## src/rtl/pwm_compare_regs.vh

```
// constants for the pwm output compare unit
// assumes inclusion by bare name from the design files
`ifndef PWM_COMPARE_REGS_VH
`define PWM_COMPARE_REGS_VH
// first control word fields
`define CLK_SEL_HI      12
`define CLK_SEL_LO      10
`define MODE_HI         2
`define MODE_LO         0
// second control word fields
`define SYNC_SEL_HI     4
`define SYNC_SEL_LO     0
`define TRIG_BIT        7
`define SYNC_SELF       5'h1f
// compare modes
`define MODE_OFF        3'h0
`define MODE_EDGE_PWM   3'h6
`define MODE_CENTER_PWM 3'h7
// clock source codes: 0-3 timer prescaler ticks, 7 instruction clock
`define CLK_SYS         3'h7
`define CNT_W           16
`define CNT_ZERO        16'h0000
`define CNT_ONE         16'h0001
`endif

```

## src/rtl/tick_select.v

```verilog
// clock source selection for the compare time base
// assumes prescaler ticks are single-cycle pulses on core_clk
`timescale 1ns/100ps
`default_nettype none
`include "pwm_compare_regs.vh"
module tick_select (
	// clock and reset
	input  wire       core_clk,
	input  wire       sys_rst,
	// selection
	input  wire [2:0] clk_sel,
	input  wire [3:0] prescale_tick,
	// advance pulse
	output reg        tick_reg
);
	always @(posedge core_clk) begin
		if (sys_rst) begin
			tick_reg <= 1'b0;
		end else if (clk_sel == `CLK_SYS) begin
			tick_reg <= 1'b1;
		end else if (clk_sel[2]) begin
			tick_reg <= 1'b0;
		end else begin
			tick_reg <= prescale_tick[clk_sel[1:0]];
		end
	end
endmodule
`default_nettype wire

```

## src/rtl/compare_unit_pwm_mode.v

```verilog
// pwm mode of an output compare unit with double-buffered duty and period
// assumes control inputs synchronous to core_clk; fault pins are active high
//
// Functional notes
// - edge-aligned and center-aligned waveforms, chosen by the mode field
// - shadow duty and period registers are internal, not visible outside
// - sync select 0x1f with trigger bit clear means self-synchronous running
// - clock source field bits 12:10 of first control word picks time base
// - mode field bits 2:0 of first control word selects pwm mode
// - three fault enables individually gate fault pins onto the output
// - fault handling relies on compare interrupt flag; software enables it
// - timer clock source uses that timer's prescaler output, not its output
// - compare writes any time; new values take effect at period match, or at the bottom in center mode
// - all values zero keeps the pin low, zero percent duty
// - secondary above period keeps the pin high, full duty
// - edge period equals period value plus one, center period twice the period value, times tick time and prescale
// - resolution is log2 of clock over pwm rate times prescale, 16 max
// - primary match drives active level, secondary match returns default
// - compare flag set on each secondary match in double compare modes
`timescale 1ns/100ps
`default_nettype none
`include "pwm_compare_regs.vh"
module compare_unit_pwm_mode (
	// clock and reset
	input  wire        core_clk,
	input  wire        sys_rst,
	// first and second control words
	input  wire [15:0] first_control_word,
	input  wire [15:0] second_control_word,
	input  wire [2:0]  fault_input_enables,
	// software-visible values
	input  wire [15:0] primary_compare_value,
	input  wire [15:0] secondary_compare_value,
	input  wire [15:0] timer_period_value,
	// time base ticks and fault pins
	input  wire [3:0]  prescale_tick,
	input  wire [2:0]  fault_pins,
	// flag clear from software
	input  wire        irq_flag_clear,
	// outputs
	output reg         pulse_output_pin,
	output reg         compare_irq_flag,
	output reg         fault_active,
	output reg  [15:0] timer_count_value
);
	// ************************************************************
	// decode
	// ************************************************************
	wire [2:0] mode = first_control_word[`MODE_HI:`MODE_LO];
	wire [2:0] clk_sel = first_control_word[`CLK_SEL_HI:`CLK_SEL_LO];
	wire       self_sync = (second_control_word[`SYNC_SEL_HI:`SYNC_SEL_LO] == `SYNC_SELF) &&
		!second_control_word[`TRIG_BIT];
	wire       pwm_on = (mode == `MODE_EDGE_PWM) || (mode == `MODE_CENTER_PWM);
	wire       center = (mode == `MODE_CENTER_PWM);
	wire       fault_hit = |(fault_pins & fault_input_enables);
	wire       tick;

	tick_select u_tick (
		.core_clk      (core_clk),
		.sys_rst       (sys_rst),
		.clk_sel       (clk_sel),
		.prescale_tick (prescale_tick),
		.tick_reg      (tick)
	);

	// ************************************************************
	// helper functions
	// ************************************************************
	// equality of the count against a shadowed compare value
	function count_match;
		input [15:0] count;
		input [15:0] value;
		begin
			count_match = (count == value);
		end
	endfunction

	// wraps silently at the top; the period shadow keeps the count from getting there
	function [15:0] count_up;
		input [15:0] count;
		begin
			count_up = count + `CNT_ONE;
		end
	endfunction

	function [15:0] count_down;
		input [15:0] count;
		begin
			count_down = count - `CNT_ONE;
		end
	endfunction

	// bottom of a center-aligned cycle: one or zero while counting down
	function at_bottom;
		input [15:0] count;
		begin
			at_bottom = (count == `CNT_ZERO) || (count == `CNT_ONE);
		end
	endfunction

	// ************************************************************
	// shadow buffers and time base
	// ************************************************************
	reg [15:0] duty_shadow_reg;
	reg [15:0] end_shadow_reg;
	reg [15:0] period_shadow_reg;
	reg        down_reg;
	reg        started_reg;
	wire       at_period = count_match(timer_count_value, period_shadow_reg);
	wire       at_zero = count_match(timer_count_value, `CNT_ZERO);
	// edge mode: period match ends the cycle; center mode reloads at the bottom
	wire       reload = tick && (center ? (down_reg && at_bottom(timer_count_value)) : at_period);
	reg  [15:0] count_next;
	reg         down_next;

	always @* begin
		count_next = timer_count_value;
		down_next = down_reg;
		if (!center) begin
			down_next = 1'b0;
			count_next = at_period ? `CNT_ZERO : count_up(timer_count_value);
		end else if (!down_reg) begin
			if (at_period || count_match(period_shadow_reg, `CNT_ZERO)) begin
				down_next = 1'b1;
				count_next = at_zero ? `CNT_ZERO : count_down(timer_count_value);
			end else begin
				count_next = count_up(timer_count_value);
			end
		end else if (at_bottom(timer_count_value)) begin
			down_next = 1'b0;
			count_next = `CNT_ZERO;
		end else begin
			count_next = count_down(timer_count_value);
		end
	end

	always @(posedge core_clk) begin
		if (sys_rst || !pwm_on || !self_sync) begin
			timer_count_value <= `CNT_ZERO;
			down_reg <= 1'b0;
			started_reg <= 1'b0;
			duty_shadow_reg <= `CNT_ZERO;
			end_shadow_reg <= `CNT_ZERO;
			period_shadow_reg <= `CNT_ZERO;
		end else if (!started_reg) begin
			started_reg <= 1'b1;
			duty_shadow_reg <= primary_compare_value;
			end_shadow_reg <= secondary_compare_value;
			period_shadow_reg <= timer_period_value;
		end else if (tick) begin
			timer_count_value <= count_next;
			down_reg <= down_next;
			if (reload) begin
				duty_shadow_reg <= primary_compare_value;
				end_shadow_reg <= secondary_compare_value;
				period_shadow_reg <= timer_period_value;
			end
		end
	end

	// ************************************************************
	// output and flags
	// ************************************************************
	// the 16-bit counter bounds resolution to 16 bits; finer duty needs smaller prescale
	wire full_duty = (end_shadow_reg > period_shadow_reg);
	wire all_zero = (duty_shadow_reg == `CNT_ZERO) && (end_shadow_reg == `CNT_ZERO) &&
		(period_shadow_reg == `CNT_ZERO);
	wire hit_primary = started_reg && tick && count_match(timer_count_value, duty_shadow_reg);
	wire hit_secondary = started_reg && tick && count_match(timer_count_value, end_shadow_reg);
	reg  pin_next;
	reg  fault_next;
	reg  flag_next;

	// fault has the last word over every compare event
	always @* begin
		pin_next = pulse_output_pin;
		if (fault_active || fault_hit) begin
			pin_next = 1'b0;
		end else if (all_zero) begin
			pin_next = 1'b0;
		end else if (full_duty && hit_primary) begin
			pin_next = 1'b1;
		end else if (hit_secondary && !full_duty) begin
			pin_next = 1'b0;
		end else if (hit_primary) begin
			pin_next = 1'b1;
		end
	end

	// a unit that is not self-synchronised is stopped, so its pin is parked low too
	always @(posedge core_clk) begin
		if (sys_rst || !pwm_on || !self_sync) begin
			pulse_output_pin <= 1'b0;
		end else begin
			pulse_output_pin <= pin_next;
		end
	end

	// fault latches until software clears the compare flag with no fault present
	always @* begin
		fault_next = fault_active;
		if (fault_hit) begin
			fault_next = 1'b1;
		end else if (irq_flag_clear) begin
			fault_next = 1'b0;
		end
	end

	always @(posedge core_clk) begin
		if (sys_rst || !pwm_on) begin
			fault_active <= 1'b0;
		end else begin
			fault_active <= fault_next;
		end
	end

	// set wins over a clear landing in the same cycle
	always @* begin
		flag_next = compare_irq_flag;
		if ((pwm_on && hit_secondary) || fault_hit) begin
			flag_next = 1'b1;
		end else if (irq_flag_clear) begin
			flag_next = 1'b0;
		end
	end

	always @(posedge core_clk) begin
		if (sys_rst) begin
			compare_irq_flag <= 1'b0;
		end else begin
			compare_irq_flag <= flag_next;
		end
	end
endmodule
`default_nettype wire

```

## config.mk

```make
export PLATFORM = sky130hd
export DESIGN_NAME = compare_unit_pwm_mode
export DESIGN_NICKNAME = d
export VERILOG_FILES = /design/src/rtl/tick_select.v /design/src/rtl/compare_unit_pwm_mode.v
export VERILOG_INCLUDE_DIRS = /design/src /design/src/rtl
export SDC_FILE = /design/constraint.sdc
export NUM_CORES = 1
export LEC_CHECK = 0
export BUFFER_PORTS_ARGS = -buffer_cell sky130_fd_sc_hd__buf_2
export CAP_MARGIN = 20
export CORE_ASPECT_RATIO = 0.6
export CORE_MARGIN = 3
export CORE_UTILIZATION = 55
export CTS_CLUSTER_DIAMETER = 80
export DETAILED_ROUTE_END_ITERATION = 10
export HOLD_SLACK_MARGIN = 0.02
export PLACE_DENSITY = 0.8
export SLEW_MARGIN = 10
export SYNTH_ARGS = -nofsm -noshare
export SYNTH_HDL_FRONTEND = slang
export SYNTH_SLANG_ARGS = --single-unit
```

## constraint.sdc

```tcl
create_clock -name core_clk -period 3.25 [get_ports core_clk]
set_input_delay 0.325 -clock core_clk [delete_from_list [all_inputs] [get_ports core_clk]]
set_output_delay 0.325 -clock core_clk [all_outputs]
set_load 0.005 [all_outputs]
```

==> flow_summary.toml, run 1 <==
[status]
status = "complete, no violations"

[synth]
synth-main-ff-cell = "dfxtp_1"
syn_inst = 568
yosys_warnings = 0
ys_ff_latch = 70
synth_nets = 680
synth-edff-count = 0
ys_types = 60
syn_area_sq_um = 4720
postSynthAreaPerCell_sq_um = 8.31
ys_seq_area_share_pct = 29.7
async_flop_share_pct = 0

[cts]
cts_resized = 0
cts_tree = "yes"
cts_buffers = 9
clkTransAtPathRegs_ns = 0.06
root_buffer = "clkbuf_16"
clock-sinks = 70
h-tree-depth = 3
clock_latency_ns = 0.35
cts_setup_buffers = 0
clockBufferDepth = 2
cts_hold_buf = 0

[placement]
postPlaceCellArea_sq_um = 5300
gp_congestion = 1.04
portBuffers = 91
dp_cells = 751
hpwlAfterDp_um = 11600

[hold_path]
whs_path_depth = 2
hold_end = "compare_irq_flag$_SDFFE_PP0P_"
hold_path_startpoint = "sys_rst"
hp-class = "in -> reg"

[floorplan]
coreArea_sq_um = 8100
die_height_um = 77.8
die_area_sq_um = 9770
boundaryPins = 112
start_util_pct = 58.3
die_w_um = 126
num_rows = 25

[layout]
drive_above_1_share_pct = 22.2
layout_commonest_cell = "buf_2"
area_delta_synth_final_pct = 19.2
final_cell_mix = "buf_2, dfxtp_1, nor2_1, xor2_1, mux2i_1"
final_area_sq_um = 5630
fin_nets = 766
antenna_cells = 0
fin_cells = 767
fillCellCount = 644

[grt]
grt_max_degree = 55
grt_overflow = 0
antenna_found_initial = 0
grtUsageTotal_pct = 32.1
grt_pass1_wl_um = 24800
grt_pass1_vias = 4683

[setup_path]
crit_buf_inv = 2
cp_slowest_cell = "and4_1"
critPathKind = "reg -> reg"
critical-path-max-stage-delay_ns = 0.60
end_kind = "register"
r2r-start = "timer_count_value[0]$_SDFFE_PN0P_"
crit_required_ns = 3.46
path_cells = "buf_4 -> xor2_1 -> nor4_1 -> and4_1 -> a31oi_4 -> buf_4 -> mux2i_1 -> nor2_1"
rr_worst_depth = 8
startpoint_type = "register"
crit_arrival_ns = 2.93
r2r_end = "end_shadow_reg[0]$_SDFFE_PN0P_"
r2r_slack_ns = 0.53
crit_top_cell = "buf_4"
cp_top_family = "simple AND/OR/NAND/NOR gates"
crit_fanout = 48

[pwr]
p_per_area_nw_per_um2 = 365
leakagePower_nw = 2.52
vdd_drop_max_mv = 0.278
fin_total_pwr_mw = 2.05

[detailed_routing]
drtIter0Drc = 589
vias = 4895
finalWirelength_um = 15700
antenna_left = 0
firstDrtPassIters = 5
wl_per_cell_um = 20.5
post-route-drc-count = 0
vias_per_cell = 6.38

[sta]
fin_skew_ns = 0.00801
tightestPinTransition_ns = 0.907
whs_ns = 0.195
fin_setup_tns_ns = 0
fin_crit_sh_pct = 83.8
setup_violations = 0
post-route-min-period_ns = 2.72
timing.slew.headroom_pct = 39.3
maxSlewViolCount = 0
rsz0062_at_grt = "false"
hold_violations = 0
timing.fmax_mhz = 367

[flow_run]
maxCapViolCount = 0
[area by class of cell]
cell class | instances | area (sq um) | area share [%]
Clock buffer | 10 | 239 | 4.25
Inverter | 22 | 82.6 | 1.47
Tap cell | 108 | 135 | 2.40
Sequential cell | 70 | 1400 | 24.9
Multi-Input combinational cell | 434 | 3030 | 53.8
Timing Repair Buffer | 117 | 651 | 11.6
Clock inverter | 6 | 91.3 | 1.62
[worst max-delay path by stage]
stage	from	to	slack (ns)	depth (start not counted)
after CTS	timer_count_value[0]$_SDFFE_PN0P_	end_shadow_reg[0]$_SDFFE_PN0P_	0.59	8
after global routing	timer_count_value[13]$_SDFFE_PN0P_	end_shadow_reg[0]$_SDFFE_PN0P_	0.38	7
final	timer_count_value[0]$_SDFFE_PN0P_	end_shadow_reg[0]$_SDFFE_PN0P_	0.53	8
after detailed placement	timer_count_value[0]$_SDFFE_PN0P_	period_shadow_reg[1]$_SDFFE_PN0P_	0.65	8
after global placement	timer_count_value[0]$_SDFFE_PN0P_	end_shadow_reg[2]$_SDFFE_PN0P_	0.72	8
after floorplan	timer_count_value[0]$_SDFFE_PN0P_	timer_count_value[4]$_SDFFE_PN0P_	1.02	8
[cells in the mapped netlist, types with 2 or more instances]
cell | n | share of area (%)
nor3_1 | 19 | 2.0
o211ai_1 | 5 | 0.79
xnor2_1 | 7 | 1.3
buf_4 | 4 | 0.64
o22ai_1 | 3 | 0.40
nand3_1 | 13 | 1.4
and4_1 | 5 | 0.93
a22oi_1 | 2 | 0.32
clkbuf_1 | 17 | 1.4
nor2b_1 | 4 | 0.53
a21oi_1 | 22 | 2.3
nor2_1 | 67 | 5.3
a21o_1 | 2 | 0.32
nand2b_1 | 5 | 0.66
o41ai_1 | 2 | 0.37
or3_1 | 3 | 0.40
nand2_1 | 25 | 2.0
or4_1 | 2 | 0.32
o21ai_0 | 24 | 2.5
mux2i_1 | 49 | 10
o221ai_1 | 6 | 1.1
o31ai_1 | 7 | 1.1
a211oi_1 | 4 | 0.64
nand4_1 | 16 | 2.1
buf_1 | 2 | 0.16
o2111ai_1 | 2 | 0.37
buf_2 | 14 | 1.5
nor4_1 | 26 | 3.4
a31oi_1 | 6 | 0.79
buf_6 | 5 | 1.2
and3_1 | 4 | 0.53
inv_1 | 21 | 1.7
ha_1 | 19 | 5.0
a221oi_1 | 2 | 0.37
dfxtp_1 | 70 | 30
xor2_1 | 60 | 11
[routing by layer]
metal  track usage [%]  wire [um]  share of wire, %  vias to the layer above
met5                 0          0                 0                        -
met4              9.96        364               2.3                        0
met3              11.4       2300                15                       47
met2              45.7       6330                40                      345
met1              45.0       6760                43                     2280
li1                  -          -                 -                     2223
[kinds of logic (layout without fill, tap and decap cells)]
logic type	after synthesis	in the layout	share of synthesized area [%]
buffers and inverters	64	155	6.57
adders and majority gates	19	19	5.03
muxes	49	49	10.4
and+or+nand+nor	199	199	21.6
DFF	70	70	29.7
xor gates and xnor gates	67	67	12.4
AOI/OAI and AO/OA	100	100	14.3
[worst reg2reg max path, stage by stage, from the launching register on]
cell and delay (ns):
dfxtp_1 0.34, buf_4 0.18, xor2_1 0.17, nor4_1 0.37, and4_1 0.60, a31oi_4 0.13, buf_4 0.37, mux2i_1 0.35
nor2_1 0.07
[where the power goes]
group | leakage [nW] | internal [mW] | total (mW) | switching (mW)
Combinational | 1.79 | 0.0514 | 0.0968 | 0.0455
Clock | 0.163 | 0.698 | 1.09 | 0.396
Sequential | 0.564 | 0.861 | 0.864 | 0.00331
[per-stage QoR]
step	util (%)	worst slack (ns)
2_1_floorplan	-	1.02
3_3_place_gp	65.4	0.720
3_5_place_dp	65.4	0.654
4_1_cts	69.5	0.588
5_1_grt	69.5	0.381
6_report	69.5	0.527
No activity file was read; power rests on OpenSTA's default activity.
==> run 2, diff against run 1 <==
- ABC_AREA: not set -> 1
- PLACE_DENSITY: 0.8 -> 0.79
- clock period: 3.25 -> 2.6 ns (I/O delays scaled with it)
==> flow_summary.toml, run 2 <==
[pwr]
seqPwrFrac_pct = 42.6
p_per_area_nw_per_um2 = 441
vdd_drop_max_mv = 0.415
leakagePower_nw = 3.02
clockPowerShare_pct = 53.1
internal-power_mw = 2.00
switchingPower_mw = 0.535
p_comb_share_pct = 4.2
swShare_pct = 21.1

[sta]
fin_crit_sh_pct = 89.2
tightestPinTransition_ns = 0.483
fin_setup_tns_ns = 0
fin_skew_ns = 0.00857
rsz0062_at_grt = "false"
post-route-min-period_ns = 2.32
setup_violations = 0
timing.fmax_mhz = 431
hold_violations = 0
whs_ns = 0.124
timing.slew.headroom_pct = 67.5
maxSlewViolCount = 0

[setup_path]
startpoint_type = "register"
cp_top_family = "simple AND/OR/NAND/NOR gates"
end_kind = "register"
critical-path-max-stage-delay_ns = 0.42
crit_arrival_ns = 2.54
path_cells = "inv_2 -> ha_1 -> nand2_1 -> nor2_4 -> nand2_2 -> nand2_2 -> nand2_2 -> nand2_4 -> nand3_4 -> nand2_4 -> inv_2 -> buf_4 -> o21ai_0 -> nor2_1"
critPathKind = "reg -> reg"
crit_fanout = 22
cp_slowest_cell = "dfxtp_1"
crit_top_cell = "nand2_2"
crit_buf_inv = 3
r2r-start = "timer_count_value[0]$_SDFFE_PN0P_"
crit_required_ns = 2.82
crit_start = "timer_count_value[0]$_SDFFE_PN0P_"

[cts]
cts_buffers = 9
cts_setup_buffers = 0
root_buffer = "clkbuf_16"
h-tree-depth = 3
clkTransAtPathRegs_ns = 0.06
clock_latency_ns = 0.34
cts_tree = "yes"
clock-sinks = 70
clockBufferDepth = 2
cts_resized = 0
cts_hold_buf = 0

[grt]
grt_pass1_wl_um = 25100
grt_max_degree = 49
antenna_found_initial = 0
grt_pass1_vias = 4853
grt_overflow = 0
grtUsageTotal_pct = 31.9

[layout]
drive_above_1_share_pct = 19.5
fillCellCount = 726
fin_nets = 969
area_delta_synth_final_pct = 17.8
layout_commonest_cell = "nand2_1"
final_cell_mix = "nand2_1, nor2_1, buf_2, o21ai_0, dfxtp_1"
antenna_cells = 0

[placement]
hpwlAfterDp_um = 12200
gp_congestion = 0.975
portBuffers = 91

[floorplan]
die_height_um = 79.0
coreArea_sq_um = 8230
boundaryPins = 112
num_rows = 25
start_util_pct = 59.3
die_w_um = 128
die_area_sq_um = 10100

[synth]
ys_ff_latch = 70
synth_nets = 881
syn_area_sq_um = 4880
yosys_warnings = 0
postSynthAreaPerCell_sq_um = 6.35
async_flop_share_pct = 0
yosys-top-cells-area = "dfxtp_1, nand2_1, nor2_1"
synth_top_cell_area_share_pct = 28.7
yosys.area.top_type = "dfxtp_1"
syn_inst = 769
ys_seq_area_share_pct = 28.7
synth-edff-count = 0
synth-main-ff-cell = "dfxtp_1"
synth_most_common_cell = "nand2_1"
yosys-top-cells-count = "nand2_1, nor2_1, o21ai_0"
ys_types = 35

[detailed_routing]
post-route-drc-count = 0
drtIter0Drc = 731
wl_per_cell_um = 16.3
finalWirelength_um = 15800
antenna_left = 0
vias = 5484
firstDrtPassIters = 6
vias_per_cell = 5.65

[status]
status = "complete, no violations"

[hold_path]
hold_path_startpoint = "sys_rst"
hp-class = "in -> reg"

[flow_run]
maxCapViolCount = 0
## run 2: power groups by stage
stage	logic [mW]	registers, mW	clock network, mW
3_3_place_gp	0.102	1.10	0
5_1_grt	0.120	1.08	1.41
4_1_cts	0.106	1.08	1.36
2_1_floorplan	0.0404	1.10	0
6_report	0.107	1.08	1.35
3_5_place_dp	0.105	1.10	0
## run 2: cells by family after synthesis
kind of cell             synth area share, %
AO/OA/AOI/OAI                           14.4
flip-flops                              28.7
adder cells (fa/ha/maj)                 4.87
AND/OR/NAND/NOR                         35.4
XOR/XNOR                                6.28
buffers and inverters                   10.4
## run 2: metrics by stage
step	cell area, sq um	total power [mW]	instances	setup WS [ns]	utilization (%)
finish	5750	2.53	970	0.281	69.9
global route	5750	2.61	970	0.0948	69.9
CTS	5750	2.54	970	0.326	69.9
detailed placement	5430	1.21	954	0.367	65.9
global placement	5430	1.21	954	0.437	65.9
floorplan	4880	1.14	769	0.719	-
## run 2: layout make-up
class | instances | area [sq um] | area share, %
Clock buffer | 10 | 239 | 4.16
Multi-Input combinational cell | 590 | 2970 | 51.7
Inverter | 74 | 278 | 4.83
Clock inverter | 6 | 85.1 | 1.48
Timing Repair Buffer | 112 | 638 | 11.1
Sequential cell | 70 | 1400 | 24.4
Tap cell | 108 | 135 | 2.35
## run 2: metal layers
metal,global-route usage (%),routed length (um)
met1,47.5,7270
met2,47.0,6420
met3,7.59,1940
met4,6.14,169
met5,0,0
## run 2: worst paths after layout
path	to	slack (ns)	depth (start not counted)
worst min register to register	period_shadow_reg[8]$_SDFFE_PN0P_	0.51	2
worst max register to register	period_shadow_reg[9]$_SDFFE_PN0P_	0.28	14
worst max-delay path	period_shadow_reg[9]$_SDFFE_PN0P_	0.28	14
worst min-delay path	u_tick.tick_reg$_SDFF_PP0_	0.12	2
==> run 3, diff against run 2 <==
--- a/config.mk
+++ b/config.mk
@@ -15,4 +15,5 @@
 export CTS_CLUSTER_DIAMETER = 80
 export DETAILED_ROUTE_END_ITERATION = 10
+export GPL_ROUTABILITY_DRIVEN = 0
 export HOLD_SLACK_MARGIN = 0.02
 export PLACE_DENSITY = 0.79
==> constraint.sdc (replaced) <==
create_clock -name core_clk -period 2.6 [get_ports core_clk]
set_input_delay 0.39 -clock core_clk [delete_from_list [all_inputs] [get_ports core_clk]]
set_output_delay 0.39 -clock core_clk [all_outputs]
set_load 0.005 [all_outputs]
==> flow_summary.toml, run 3 (same netlist as run 2, synthesis figures left out) <==
[layout]
antenna_cells = 0
area_delta_synth_final_pct = 16.6
drive_above_1_share_pct = 19.2
fin_nets = 966
fillCellCount = 724
layout_commonest_cell = "nand2_1"
final_cell_mix = "nand2_1, nor2_1, buf_2, o21ai_0, dfxtp_1"
finalCoreUtilization_pct = 69.2
final_area_sq_um = 5690
fin_cells = 967

[detailed_routing]
post-route-drc-count = 0
vias = 5574
wl_per_cell_um = 16.1
drtIter0Drc = 768
firstDrtPassIters = 6
antenna_left = 0
finalWirelength_um = 15600
vias_per_cell = 5.76

[grt]
grt_pass1_wl_um = 25100
grt_pass1_vias = 5195
grtUsageTotal_pct = 31.2
grt_max_degree = 39
grt_overflow = 0
antenna_found_initial = 0

[placement]
dp_cells = 951
portBuffers = 91
hpwlAfterDp_um = 11700
postPlaceCellArea_sq_um = 5390

[setup_path]
critical-path-max-stage-delay_ns = 0.53
cp_top_family = "simple AND/OR/NAND/NOR gates"
end_kind = "register"
crit_top_cell = "nand2_1"
crit_buf_inv = 0
critPathKind = "reg -> reg"
crit_fanout = 8
path_cells = "ha_1 -> nand2_1 -> nor2_1 -> nand2_1 -> nor3_1 -> nand2_1 -> xor2_1 -> nand2_1 -> nand2_1 -> a21oi_1 -> nor2_1"
crit_arrival_ns = 2.61
startpoint_type = "register"
cp_slowest_cell = "dfxtp_1"
crit_required_ns = 2.84

[floorplan]
die_w_um = 128
coreArea_sq_um = 8230
num_rows = 25
die_height_um = 79.0
die_area_sq_um = 10100
boundaryPins = 112
start_util_pct = 59.3

[sta]
post-route-min-period_ns = 2.37
hold_violations = 0
setup_violations = 0
timing.fmax_mhz = 422
timing.slew.headroom_pct = 63.8
tightestPinTransition_ns = 0.538
fin_setup_tns_ns = 0
maxSlewViolCount = 0
fin_crit_sh_pct = 91.2
fin_skew_ns = 0.00993
rsz0062_at_grt = "false"

[pwr]
leakagePower_nw = 2.99
p_per_area_nw_per_um2 = 428
vdd_drop_max_mv = 0.355
fin_total_pwr_mw = 2.44

[cts]
cts_hold_buf = 0
cts_tree = "yes"
cts_buffers = 9
clkTransAtPathRegs_ns = 0.06
root_buffer = "clkbuf_16"
cts_setup_buffers = 0
clock_latency_ns = 0.35
h-tree-depth = 3
cts_resized = 0
clockBufferDepth = 2
clock-sinks = 70

[status]
status = "complete, no violations"

[hold_path]
hp-class = "in -> reg"

[flow_run]
maxCapViolCount = 0
[run 3: routing by layer]
layer / track usage [%] / vias to the layer above / wire [um]
met5: 0 / - / 0
met4: 10.2 / 0 / 270
met1: 42.8 / 2485 / 6580
li1: - / 2652 / -
met2: 46.0 / 384 / 6390
met3: 10.5 / 53 / 2330
[run 3: per-stage QoR]
step	hold slack [ns]	setup slack (ns)
after floorplan	0.459	0.719
after global placement	0.493	0.434
after detailed placement	0.498	0.368
after CTS	0.239	0.349
after global routing	0.249	0.0855
final	0.239	0.229
[run 3: path summary, 6_finish.rpt]
kind | from | to | slack [ns] | depth (start not counted)
min reg2reg | period_shadow_reg[15]$_SDFFE_PN0P_ | period_shadow_reg[15]$_SDFFE_PN0P_ | 0.51 | 2
min | sys_rst | u_tick.tick_reg$_SDFF_PP0_ | 0.24 | 2
max | timer_count_value[0]$_SDFFE_PN0P_ | timer_count_value[14]$_SDFFE_PN0P_ | 0.23 | 11
max reg2reg | timer_count_value[0]$_SDFFE_PN0P_ | timer_count_value[14]$_SDFFE_PN0P_ | 0.23 | 11
[run 3: cell type report]
cell class	instances	area [sq um]	share of cell area (%)
repair buffers	109	603	10.6
multi-input cells	590	2970	52.2
inverters	74	278	4.88
clock inverters	6	61.3	1.08
flip-flops and latches	70	1400	24.6
clock buffers	10	239	4.20
well taps	108	135	2.37
[run 3: where the power goes]
part | leakage, nW | internal [mW] | switching [mW]
Clock | 0.148 | 0.764 | 0.485
Sequential | 0.564 | 1.08 | 0.00309
Combinational | 2.28 | 0.0587 | 0.0474
